## src/logic/tpl_defines.vh

```
// constants for the transceiver pin and power logic
// assumes a 25 MHz system clock
`ifndef TPL_DEFINES_VH
`define TPL_DEFINES_VH
// register offsets
`define TPL_OFS_STATUS 8'h6e
`define TPL_OFS_GATE 8'h71
`define TPL_OFS_CFG_A 8'h89
`define TPL_OFS_CFG_B 8'h8a
`define TPL_OFS_CFG_C 8'h8b
`define TPL_OFS_FLT_EN_A 8'hf8
`define TPL_OFS_FLT_EN_Q 8'hf9
`define TPL_OFS_GATE_EN_A 8'hfa
`define TPL_OFS_GATE_EN_Q 8'hfb
// status byte bits
`define TPL_ST_TXD_STATE 7
`define TPL_ST_SOFT_TXD 6
`define TPL_ST_IN1 5
`define TPL_ST_RATE_SELECT_INPUT 4
`define TPL_ST_SOFT_RS 3
`define TPL_ST_TXF 2
`define TPL_ST_RXL 1
`define TPL_ST_NRDY 0
// pin_config_a bits
`define TPL_CA_LOSS_SEL 0
`define TPL_CA_INV_LOSS 1
`define TPL_CA_INV_RS 2
`define TPL_CA_FORCE_RS 3
// quick trip vector positions
`define TPL_QT_TX_POWER_LOW_ALARM 1
`define TPL_QT_LOSS_LO 4
// alarm/quick-trip bits held off during the tx disable extension
`define TPL_SUP_ALM 8'ha0
`define TPL_SUP_QT 5'h12
// defaults
`define TPL_DEF_ADDR 8'ha2
`define TPL_DEF_CFG_A 8'h01
`define TPL_DEF_EN 8'h00
// timing
`define TPL_CLK_NS 40
`define TPL_RDY_NS 500000
`define TPL_EXT_NS 100000
`endif

```

## src/logic/tpl_ext_timer.v

```verilog
// one-shot down counter with busy level and done pulse
// start is a one-cycle pulse in the clk_sys_i domain
`timescale 1ns/10ps
module tpl_ext_timer
#(
    parameter W = 16,
    parameter [W-1:0] CYC = 16'd1
)
(
    // clock and reset
    input wire clk_sys_i,
    input wire reset_i,
    // control
    input wire start_i,
    input wire clear_i,
    output reg busy_o,
    output reg done_o
);
reg [W-1:0] cnt_ff;

always @(posedge clk_sys_i or posedge reset_i)
begin
    if (reset_i)
    begin
        cnt_ff <= {W{1'b0}};
        busy_o <= 1'b0;
        done_o <= 1'b0;
    end
    else if (clear_i)
    begin
        cnt_ff <= {W{1'b0}};
        busy_o <= 1'b0;
        done_o <= 1'b0;
    end
    else
    begin
        if (start_i)
            cnt_ff <= CYC;
        else if (cnt_ff != {W{1'b0}})
            cnt_ff <= cnt_ff - {{(W-1){1'b0}}, 1'b1};
        busy_o <= start_i | (cnt_ff > {{(W-1){1'b0}}, 1'b1});
        done_o <= ~start_i & (cnt_ff == {{(W-1){1'b0}}, 1'b1});
    end
end
endmodule

```

## src/logic/tpl_latch_bank.v

```verilog
// bank of sticky event bits, one per event line
// set wins over a clear in the same cycle
`timescale 1ns/10ps
module tpl_latch_bank
#(
    parameter W = 13
)
(
    // clock and reset
    input wire clk_sys_i,
    input wire reset_i,
    // events
    input wire [W-1:0] set_i,
    input wire clear_i,
    output reg [W-1:0] held_o
);
always @(posedge clk_sys_i or posedge reset_i)
begin
    if (reset_i)
        held_o <= {W{1'b0}};
    else
        held_o <= (held_o & ~{W{clear_i}}) | set_i;
end
endmodule

```

## src/logic/tpl_pin_power.v

```verilog
// digital pin logic and supply-state handling of a module controller
// supply comparators, converter alarms and quick trips arrive as
// levels synchronous to clk_sys_i; register port is the management side
//
// Summary of operation
// below analog level, outputs off, volatile at defaults, shadow zero.
// on reaching analog level recall nonvolatile into shadow, enable analog.
// between levels keep recalled settings, analog off; resume at once.
// below digital level volatile returns to defaults; recall again later.
// not-ready reads 1 below analog level, clears within 500 us after.
// stored management address used only after analog level and recall.
// analog power-on sets supply-low alarm; cleared by conversion above limit.
// fault output never latches before supply conversion above limit.
// fault output asserted whenever supply below analog level.
// both sigma outputs high impedance until initialization time elapsed.
// loss select 1 passes external loss pin to loss output.
// loss select 0 passes internal low-signal quick trip instead.
// mux output readable in status; XOR with invert drives loss pin.
// stored loss selection acts only after analog level and recall.
// general input and rate-select input levels readable in status.
// amplifier loss level is high-rate value when rate select high.
// rate-select output follows input, forceable and invertible by software.
// tx disable combines fault, pin, gate; soft disable acts like pin.
// tx disable pulse extended; low alarms not latched; no gate from txp low.
// gate built from same events under own enables, readable in gate register.
// tx disable output high impedance while supply below analog level.
// fault from input, alarms, quick trips; enables and latch configs apply.
// latched fault stays until new tx disable cycle or power-on reset.
`timescale 1ns/10ps
`include "tpl_defines.vh"
module tpl_pin_power
#(
    parameter RDY_CYC = `TPL_RDY_NS / `TPL_CLK_NS,
    parameter EXT_CYC = `TPL_EXT_NS / `TPL_CLK_NS,
    parameter [7:0] PART_TAG = 8'h5a // arbitrary id value, not read
)
(
    // clock and reset
    input wire clk_sys_i,
    input wire reset_i,
    // supply comparators
    input wire above_analog_i,
    input wire above_digital_i,
    // nonvolatile image presented for recall
    input wire [7:0] nv_cfg_a_i,
    input wire [7:0] nv_cfg_b_i,
    input wire [7:0] nv_cfg_c_i,
    input wire [7:0] nv_addr_i,
    input wire nv_addr_sel_i,
    input wire [7:0] loss_level_high_rate_i,
    input wire [7:0] loss_level_low_rate_i,
    // monitor results
    input wire [7:0] alarm_vec_i,
    input wire [4:0] qt_vec_i,
    input wire vcc_conv_valid_i,
    input wire vcc_above_limit_i,
    // pins in
    input wire rx_loss_input_pin_i,
    input wire general_input_one_i,
    input wire rate_select_input_i,
    input wire tx_disable_pin_i,
    input wire tx_fault_input_i,
    input wire sigma_one_bit_i,
    input wire sigma_two_bit_i,
    // register port
    input wire [7:0] reg_addr_i,
    input wire reg_wr_i,
    input wire reg_rd_i,
    input wire [7:0] reg_wdata_i,
    output reg [7:0] reg_rdata_o,
    // pins out
    output reg tx_fault_output_o,
    output reg tx_disable_output_o,
    output reg tx_disable_oe_n_o,
    output reg rx_loss_output_o,
    output reg rx_loss_oe_n_o,
    output reg rate_select_output_o,
    output reg rate_select_oe_n_o,
    output reg sigma_one_o,
    output reg sigma_one_oe_n_o,
    output reg sigma_two_o,
    output reg sigma_two_oe_n_o,
    output reg fast_turnoff_gate_o,
    output reg [7:0] amp_loss_level_o,
    output reg [7:0] dev_addr_o,
    output reg analog_enable_o,
    output reg not_ready_flag_o,
    output reg supply_low_alarm_o
);
localparam EW = 13;

// shadow (nonvolatile image) and volatile state
reg recalled_ff;
reg poa_q_ff;
reg [7:0] cfg_a_ff;
reg [7:0] cfg_b_ff;
reg [7:0] cfg_c_ff;
reg [7:0] addr_sh_ff;
reg addr_sel_ff;
reg [7:0] flt_en_a_ff;
reg [4:0] flt_en_q_ff;
reg [7:0] gate_en_a_ff;
reg [4:0] gate_en_q_ff;
reg soft_txd_ff;
reg soft_rs_ff;
reg not_ready_ff;
reg supply_low_ff;
reg txd_in_q_ff;
reg rxl_ff;
reg gate_ff;
reg fault_ff;

wire pod_low;
wire poa_rise;
wire txd_in;
wire rdy_done;
wire ext_busy;
wire [EW-1:0] ev_vec;
wire [EW-1:0] live_flt;
wire [EW-1:0] latch_set;
wire [EW-1:0] held_flt;
wire [EW-1:0] sup_mask;
wire [EW-1:0] gate_mask;
wire wr_ok;
wire loss_mux;
wire rs_val;
wire loss_val;
wire fault_nxt;
wire gate_nxt;
wire txd_out;

assign pod_low = ~above_digital_i;
assign poa_rise = above_analog_i & ~poa_q_ff;
assign txd_in = tx_disable_pin_i | soft_txd_ff;
assign ev_vec = {qt_vec_i, alarm_vec_i};
assign live_flt = ev_vec & {flt_en_q_ff, flt_en_a_ff};
// hold off low alarms while the disable pulse is extended;
// the delayed copy covers the drop cycle, before the timer shows busy
assign sup_mask = (txd_in | txd_in_q_ff | ext_busy) ?
    {`TPL_SUP_QT, `TPL_SUP_ALM} : {EW{1'b0}};
// no latching before supply shown good
assign latch_set = live_flt & {cfg_c_ff[4:0], cfg_b_ff} & ~sup_mask
    & {EW{~supply_low_ff & above_analog_i}};
assign gate_mask = {gate_en_q_ff, gate_en_a_ff};
assign gate_nxt = |(ev_vec & gate_mask
    & ~({{4{1'b0}}, 1'b1, {8{1'b0}}}
    << (`TPL_QT_TX_POWER_LOW_ALARM)));
// supply-low alarm is nonmaskable toward the fault output
assign fault_nxt = ~above_analog_i | tx_fault_input_i | supply_low_ff
    | (|live_flt) | (|held_flt);
assign txd_out = txd_in | fault_ff | gate_ff;
assign loss_mux = cfg_a_ff[`TPL_CA_LOSS_SEL] ?
    rx_loss_input_pin_i : qt_vec_i[`TPL_QT_LOSS_LO];
assign loss_val = rxl_ff ^ cfg_a_ff[`TPL_CA_INV_LOSS];
assign rs_val = (cfg_a_ff[`TPL_CA_FORCE_RS] ?
    soft_rs_ff : rate_select_input_i)
    ^ cfg_a_ff[`TPL_CA_INV_RS];
// writes to volatile state need the digital supply
assign wr_ok = reg_wr_i & above_digital_i;

// not-ready timer restarts on every return above the analog level
tpl_ext_timer
#(
    .W(24),
    // the flag sits two flops behind the timer, so count two less
    .CYC(RDY_CYC[23:0] - 24'd2)
)
u_rdy_timer
(
    .clk_sys_i(clk_sys_i),
    .reset_i(reset_i),
    .start_i(poa_rise),
    .clear_i(~above_analog_i),
    .busy_o(),
    .done_o(rdy_done)
);

// disable extension starts when the disable request drops
tpl_ext_timer
#(
    .W(24),
    .CYC(EXT_CYC[23:0])
)
u_ext_timer
(
    .clk_sys_i(clk_sys_i),
    .reset_i(reset_i),
    .start_i(txd_in_q_ff & ~txd_in),
    .clear_i(pod_low),
    .busy_o(ext_busy),
    .done_o()
);

// latched faults clear on a new disable cycle or power loss
tpl_latch_bank
#(
    .W(EW)
)
u_fault_latch
(
    .clk_sys_i(clk_sys_i),
    .reset_i(reset_i),
    .set_i(latch_set),
    .clear_i((txd_in & ~txd_in_q_ff) | ~above_analog_i),
    .held_o(held_flt)
);

// shadow, configuration and volatile control
always @(posedge clk_sys_i or posedge reset_i)
begin
    if (reset_i)
    begin
        recalled_ff <= 1'b0;
        poa_q_ff <= 1'b0;
        cfg_a_ff <= 8'h00;
        cfg_b_ff <= 8'h00;
        cfg_c_ff <= 8'h00;
        addr_sh_ff <= 8'h00;
        addr_sel_ff <= 1'b0;
        flt_en_a_ff <= `TPL_DEF_EN;
        flt_en_q_ff <= 5'h00;
        gate_en_a_ff <= `TPL_DEF_EN;
        gate_en_q_ff <= 5'h00;
        soft_txd_ff <= 1'b0;
        soft_rs_ff <= 1'b0;
        not_ready_ff <= 1'b1;
        supply_low_ff <= 1'b1;
        txd_in_q_ff <= 1'b0;
    end
    else if (pod_low)
    begin
        // volatile back to defaults, shadow emptied
        recalled_ff <= 1'b0;
        poa_q_ff <= 1'b0;
        cfg_a_ff <= 8'h00;
        cfg_b_ff <= 8'h00;
        cfg_c_ff <= 8'h00;
        addr_sh_ff <= 8'h00;
        addr_sel_ff <= 1'b0;
        flt_en_a_ff <= `TPL_DEF_EN;
        flt_en_q_ff <= 5'h00;
        gate_en_a_ff <= `TPL_DEF_EN;
        gate_en_q_ff <= 5'h00;
        soft_txd_ff <= 1'b0;
        soft_rs_ff <= 1'b0;
        not_ready_ff <= 1'b1;
        supply_low_ff <= 1'b1;
        txd_in_q_ff <= 1'b0;
    end
    else
    begin
        poa_q_ff <= above_analog_i;
        txd_in_q_ff <= txd_in;
        // recall only once per digital power cycle
        if (poa_rise & ~recalled_ff)
        begin
            recalled_ff <= 1'b1;
            cfg_a_ff <= nv_cfg_a_i;
            cfg_b_ff <= nv_cfg_b_i;
            cfg_c_ff <= nv_cfg_c_i;
            addr_sh_ff <= nv_addr_i;
            addr_sel_ff <= nv_addr_sel_i;
        end
        else if (wr_ok)
        begin
            if (reg_addr_i == `TPL_OFS_CFG_A)
                cfg_a_ff <= reg_wdata_i;
            if (reg_addr_i == `TPL_OFS_CFG_B)
                cfg_b_ff <= reg_wdata_i;
            if (reg_addr_i == `TPL_OFS_CFG_C)
                cfg_c_ff <= reg_wdata_i;
        end
        if (wr_ok)
        begin
            if (reg_addr_i == `TPL_OFS_STATUS)
            begin
                soft_txd_ff <= reg_wdata_i[`TPL_ST_SOFT_TXD];
                soft_rs_ff <= reg_wdata_i[`TPL_ST_SOFT_RS];
            end
            if (reg_addr_i == `TPL_OFS_FLT_EN_A)
                flt_en_a_ff <= reg_wdata_i;
            if (reg_addr_i == `TPL_OFS_FLT_EN_Q)
                flt_en_q_ff <= reg_wdata_i[4:0];
            if (reg_addr_i == `TPL_OFS_GATE_EN_A)
                gate_en_a_ff <= reg_wdata_i;
            if (reg_addr_i == `TPL_OFS_GATE_EN_Q)
                gate_en_q_ff <= reg_wdata_i[4:0];
        end
        // not ready from the drop until the timer runs out
        if (~above_analog_i)
            not_ready_ff <= 1'b1;
        else if (rdy_done)
            not_ready_ff <= 1'b0;
        // the power-on condition wins over a clearing conversion
        if (~above_analog_i)
            supply_low_ff <= 1'b1;
        else if (vcc_conv_valid_i & vcc_above_limit_i)
            supply_low_ff <= 1'b0;
    end
end

// pin side, every output from a flop
always @(posedge clk_sys_i or posedge reset_i)
begin
    if (reset_i)
    begin
        rxl_ff <= 1'b0;
        gate_ff <= 1'b0;
        fault_ff <= 1'b1;
        tx_fault_output_o <= 1'b1;
        tx_disable_output_o <= 1'b0;
        tx_disable_oe_n_o <= 1'b1;
        rx_loss_output_o <= 1'b0;
        rx_loss_oe_n_o <= 1'b1;
        rate_select_output_o <= 1'b0;
        rate_select_oe_n_o <= 1'b1;
        sigma_one_o <= 1'b0;
        sigma_one_oe_n_o <= 1'b1;
        sigma_two_o <= 1'b0;
        sigma_two_oe_n_o <= 1'b1;
        fast_turnoff_gate_o <= 1'b0;
        amp_loss_level_o <= 8'h00;
        dev_addr_o <= `TPL_DEF_ADDR;
        analog_enable_o <= 1'b0;
        not_ready_flag_o <= 1'b1;
        supply_low_alarm_o <= 1'b1;
    end
    else
    begin
        rxl_ff <= loss_mux;
        gate_ff <= gate_nxt & above_analog_i;
        fault_ff <= fault_nxt;
        tx_fault_output_o <= fault_nxt;
        // analog side runs only above the analog level
        analog_enable_o <= above_analog_i & recalled_ff;
        // open-drain rx loss and rate select pins: pull low when the value is 0
        tx_disable_output_o <= txd_out;
        tx_disable_oe_n_o <= ~above_analog_i;
        rx_loss_output_o <= 1'b0;
        rx_loss_oe_n_o <= loss_val | ~above_analog_i
            | ~recalled_ff;
        rate_select_output_o <= 1'b0;
        rate_select_oe_n_o <= rs_val | ~above_analog_i;
        // sigma outputs float until the part is ready
        sigma_one_o <= sigma_one_bit_i;
        sigma_two_o <= sigma_two_bit_i;
        sigma_one_oe_n_o <= not_ready_ff | ~above_analog_i;
        sigma_two_oe_n_o <= not_ready_ff | ~above_analog_i;
        fast_turnoff_gate_o <= gate_nxt & above_analog_i;
        amp_loss_level_o <= rate_select_input_i ?
            loss_level_high_rate_i : loss_level_low_rate_i;
        dev_addr_o <= (addr_sel_ff & recalled_ff & above_analog_i) ?
            addr_sh_ff : `TPL_DEF_ADDR;
        not_ready_flag_o <= not_ready_ff;
        supply_low_alarm_o <= supply_low_ff;
    end
end

// register read port, data one cycle after the strobe
always @(posedge clk_sys_i or posedge reset_i)
begin
    if (reset_i)
        reg_rdata_o <= 8'h00;
    else if (reg_rd_i)
    begin
        case (reg_addr_i)
            `TPL_OFS_STATUS:
                reg_rdata_o <= {txd_out, soft_txd_ff,
                    general_input_one_i, rate_select_input_i,
                    soft_rs_ff, fault_ff, rxl_ff,
                    not_ready_ff};
            `TPL_OFS_GATE:
                reg_rdata_o <= {7'h00, gate_ff};
            `TPL_OFS_CFG_A:
                reg_rdata_o <= cfg_a_ff;
            `TPL_OFS_CFG_B:
                reg_rdata_o <= cfg_b_ff;
            `TPL_OFS_CFG_C:
                reg_rdata_o <= cfg_c_ff;
            `TPL_OFS_FLT_EN_A:
                reg_rdata_o <= flt_en_a_ff;
            `TPL_OFS_FLT_EN_Q:
                reg_rdata_o <= {3'h0, flt_en_q_ff};
            `TPL_OFS_GATE_EN_A:
                reg_rdata_o <= gate_en_a_ff;
            `TPL_OFS_GATE_EN_Q:
                reg_rdata_o <= {3'h0, gate_en_q_ff};
            default:
                reg_rdata_o <= 8'h00;
        endcase
    end
end
endmodule

```

## config.mk

```make
export PLATFORM = sky130hd
export DESIGN_NAME = tpl_pin_power
export DESIGN_NICKNAME = d
export VERILOG_FILES = /design/src/logic/tpl_ext_timer.v /design/src/logic/tpl_latch_bank.v /design/src/logic/tpl_pin_power.v
export VERILOG_INCLUDE_DIRS = /design/src /design/src/logic
export SDC_FILE = /design/constraint.sdc
export NUM_CORES = 1
export LEC_CHECK = 0
export BUFFER_PORTS_ARGS = -buffer_cell sky130_fd_sc_hd__buf_2
export CORE_MARGIN = 2
export CORE_UTILIZATION = 57
export CTS_CLUSTER_SIZE = 40
export DETAILED_ROUTE_END_ITERATION = 6
export PLACE_DENSITY = 0.8
export SLEW_MARGIN = 40
export SYNTH_ARGS = -nofsm -noshare
export SYNTH_HDL_FRONTEND = slang
export SYNTH_SLANG_ARGS = --single-unit
```

## constraint.sdc

```tcl
create_clock -name clk_sys_i -period 6.6 [get_ports clk_sys_i]
set_clock_uncertainty 0.15 [all_clocks]
set_input_delay 0.33 -clock clk_sys_i [delete_from_list [all_inputs] [get_ports clk_sys_i]]
set_output_delay 0.33 -clock clk_sys_i [all_outputs]
set_load 0.02 [all_outputs]
```

==> qor.yml <==
outcome: "finished, final reports clean"
hold_buffers: 31
cts.sinks: 166
yosys.area_share.simple_pct: 22.9
htree_levels: 4
worstHoldPathType: "in2reg"
relSlewSlack_pct: 40.9
dieHeight_um: 125
initial_core_util_pct: 57.7
tightest_slew_ns: 0.884
yosysWarnings: 0
synth-edff-count: 0
grt_pass1_wl_um: 36500
critPathArrivalTime_ns: 2.96
fmax_ghz: 0.361
antenna_cells: 0
grt_overflow_total: 0
worstSetupEndpointType: "flop"
critical_path_required_ns: 6.79
first_pass_iters: 5
synth.distinct_cells: 71
post_cts_resized: 0
path_max_fanout: 13
avgSynthCellArea_um2: 9.77
syn_inst: 852
dr_total_vias: 7212
die_width_um: 125
antenna_found_initial: 0
routabilityCongestion: 1.01
ys.flop_type: "dfrtp_1"
synth_top_family_by_area: "simple AND/OR/NAND/NOR gates"
vias_per_cell: 6.07
dpl.hpwl_um: 15200
worst-path-buf-inv: 0
yosysSeqAreaShare_pct: 50.1
grt_max_degree: 101
cts_setup_buffers: 0
drc: 0
maxCapViolations: 0
cts_max_path_buffers: 2
critPathMaxStageDelay_ns: 0.73
setup_viol: 0
path_class: "reg2reg"
path_delay_family: "simple AND/OR/NAND/NOR gates"
die_area_mm2: 0.0156
clkTransAtPathRegs_ns: 0.06
async_reset_ff_share_pct: 100
synth.mux.area_fraction_pct: 3.89
whs_ns: 0.0141
synth-compound-area-share_pct: 15.9
cts_tree: "built"
clock_latency_ns: 0.43
ant_nets: 0
drive_above_1_share_pct: 21.8
power_leakage_nw: 4.46
nNetsFinal: 1090
rsz0062_at_grt: "false"
critical_path.cell_chain: "nor4_1, nand2_1, o211ai_1, o21ai_0, a21oi_1"
fin_util_pct: 69.6
grtUsageTotal_pct: 29.8
grt_pass1_vias: 6956
drt_iter0_drc: 869
portBuffers: 129
irDropWorstVdd_uv: 321
area_delta_synth_final_pct: 20.6
fillers: 1106
drv_slew: 0
placed_cell_area_mm2: 0.00909
synth-seq-cells: 166
setup_tns_ns: 0
io_pins: 132
min_period_over_period_pct: 41.9
rows: 44
finalHoldViolCount: 0
synth_xor_area_share_pct: 2.95
crit_slowest_cell: "nor4_1"
min_period_ns: 2.77
wirelength_um: 22700
wl_per_cell_um: 19.1
root_buffer: "clkbuf_16"
power_density_mw_per_mm2: 319
fin_area_mm2: 0.0100
cts_inserted_buffers: 17
synthesis.area_mm2: 0.00832
start_kind: "flop"
fp.coreArea_mm2: 0.0144
synth_fa_ha_area_share_pct: 0.902
==> synthesized netlist by cell type, types with 6 or more instances <==
| library cell | count | area [µm²] |
|---|---|---|
| mux2_2 | 11 | 124 |
| o21ai_0 | 37 | 185 |
| a22oi_1 | 12 | 90.1 |
| dfrtp_1 | 154 | 3850 |
| inv_1 | 17 | 63.8 |
| a21oi_1 | 43 | 215 |
| nand3_1 | 28 | 140 |
| a21boi_0 | 23 | 173 |
| nand4_1 | 21 | 131 |
| a31oi_1 | 9 | 56.3 |
| mux2i_1 | 20 | 200 |
| nor3_1 | 10 | 50.1 |
| nor4_1 | 12 | 75.1 |
| xor2_1 | 10 | 87.6 |
| nor2b_1 | 19 | 119 |
| ha_1 | 6 | 75.1 |
| nand2b_1 | 31 | 194 |
| nand2_1 | 116 | 435 |
| o31ai_1 | 6 | 45.0 |
| clkbuf_1 | 39 | 146 |
| a211oi_1 | 8 | 60.1 |
| o22ai_1 | 9 | 56.3 |
| nor2_1 | 50 | 188 |
| and3_1 | 8 | 50.1 |
| xnor2_1 | 18 | 158 |
| and2_1 | 18 | 113 |
| dfstp_2 | 12 | 315 |
| or3_1 | 14 | 87.6 |
| a22o_1 | 11 | 96.3 |
==> layout make-up <==
cell class,instances,area (µm²),area share (%)
clock buffers,21,460,4.59
clock inverters,11,173,1.72
inverters,17,71.3,0.710
multi-input cells,622,3920,39.0
flip-flops and latches,166,4170,41.5
well taps,184,230,2.29
repair buffers,167,1020,10.1
==> kinds of logic after synthesis <==
family | after synthesis
other cells | 1
buf+inv | 65
mux | 31
flops | 166
simple gates | 361
fa+ha+maj | 6
compound gates | 194
xor+xnor | 28
==> report_power, final <==
| group | switching, W | internal, W |
|---|---|---|
| Clock | 0.000413 | 0.000654 |
| Combinational | 0.000531 | 0.000393 |
| Sequential | 0.000101 | 0.00111 |
==> flip-flops by register name, summed over array words and instances, names as in the netlist, 5 cells and up <==
signal                cells
gate_en_q_ff              5
cfg_a_ff                  8
addr_sh_ff                8
cfg_c_ff                  8
u_fault_latch.held_o     13
amp_loss_level_o          8
u_rdy_timer.cnt_ff       24
flt_en_q_ff               5
flt_en_a_ff               8
dev_addr_o                8
reg_rdata_o               8
gate_en_a_ff              8
u_ext_timer.cnt_ff       24
cfg_b_ff                  8
==> worst paths after layout <==
kind / startpoint / endpoint / slack (ns) / depth (start not counted)
setup / recovery: u_rdy_timer.cnt_ff[17]$_DFFE_PP0P_ / u_rdy_timer.cnt_ff[19]$_DFFE_PP0P_ / 3.83 / 5
hold / removal: nv_addr_sel_i / addr_sel_ff$_DFFE_PP0P_ / 0.01 / 3
setup reg to reg: u_rdy_timer.cnt_ff[17]$_DFFE_PP0P_ / u_rdy_timer.cnt_ff[19]$_DFFE_PP0P_ / 3.83 / 5
hold reg to reg: supply_low_ff$_DFFE_PP1P_ / supply_low_alarm_o$_DFF_PP1_ / 0.23 / 0
max in group asynchronous: reset_i / u_ext_timer.cnt_ff[13]$_DFFE_PP0P_ / 4.81 / 4
min in group asynchronous: reset_i / reg_rdata_o[1]$_DFFE_PP0P_ / 0.43 / 3
==> worst register-to-register path, delay by kind of cell, from the launching register on <==
family | cells | cell delay, ns
DFF | 1 | 0.40
AOI/OAI and AO/OA | 3 | 0.93
and+or+nand+nor | 2 | 1.20
==> metal layers <==
layer	track usage (%)	wire (µm)	share of wire [%]
met1	42.6	9800	43
met2	45.1	10200	45
met3	7.60	2070	9.1
met4	9.22	624	2.7
met5	0	0	0
==> cell usage in the layout (no fill, tap or decap), types with 19 or more instances in the layout <==
master         count
nand2b_1          31
dfrtp_1          154
nor2_1            49
buf_2            129
nand3_1           28
o21ai_0           37
nand2_1          116
a21boi_0          23
mux2i_1           20
nand4_1           21
nor2b_1           19
dlygate4sd3_1     31
a21oi_1           43
==> metrics by stage <==
stage / power [W] / instances / worst slack, ns
final: 0.00321 / 1188 / 3.83
after global routing: 0.00335 / 1188 / 3.60
after CTS: 0.00320 / 1188 / 3.91
after detailed placement: 0.00211 / 1125 / 3.92
after global placement: 0.00205 / 1124 / 3.84
after floorplan: 0.00189 / 853 / 1.65
Power figures use the tool's default switching activity.
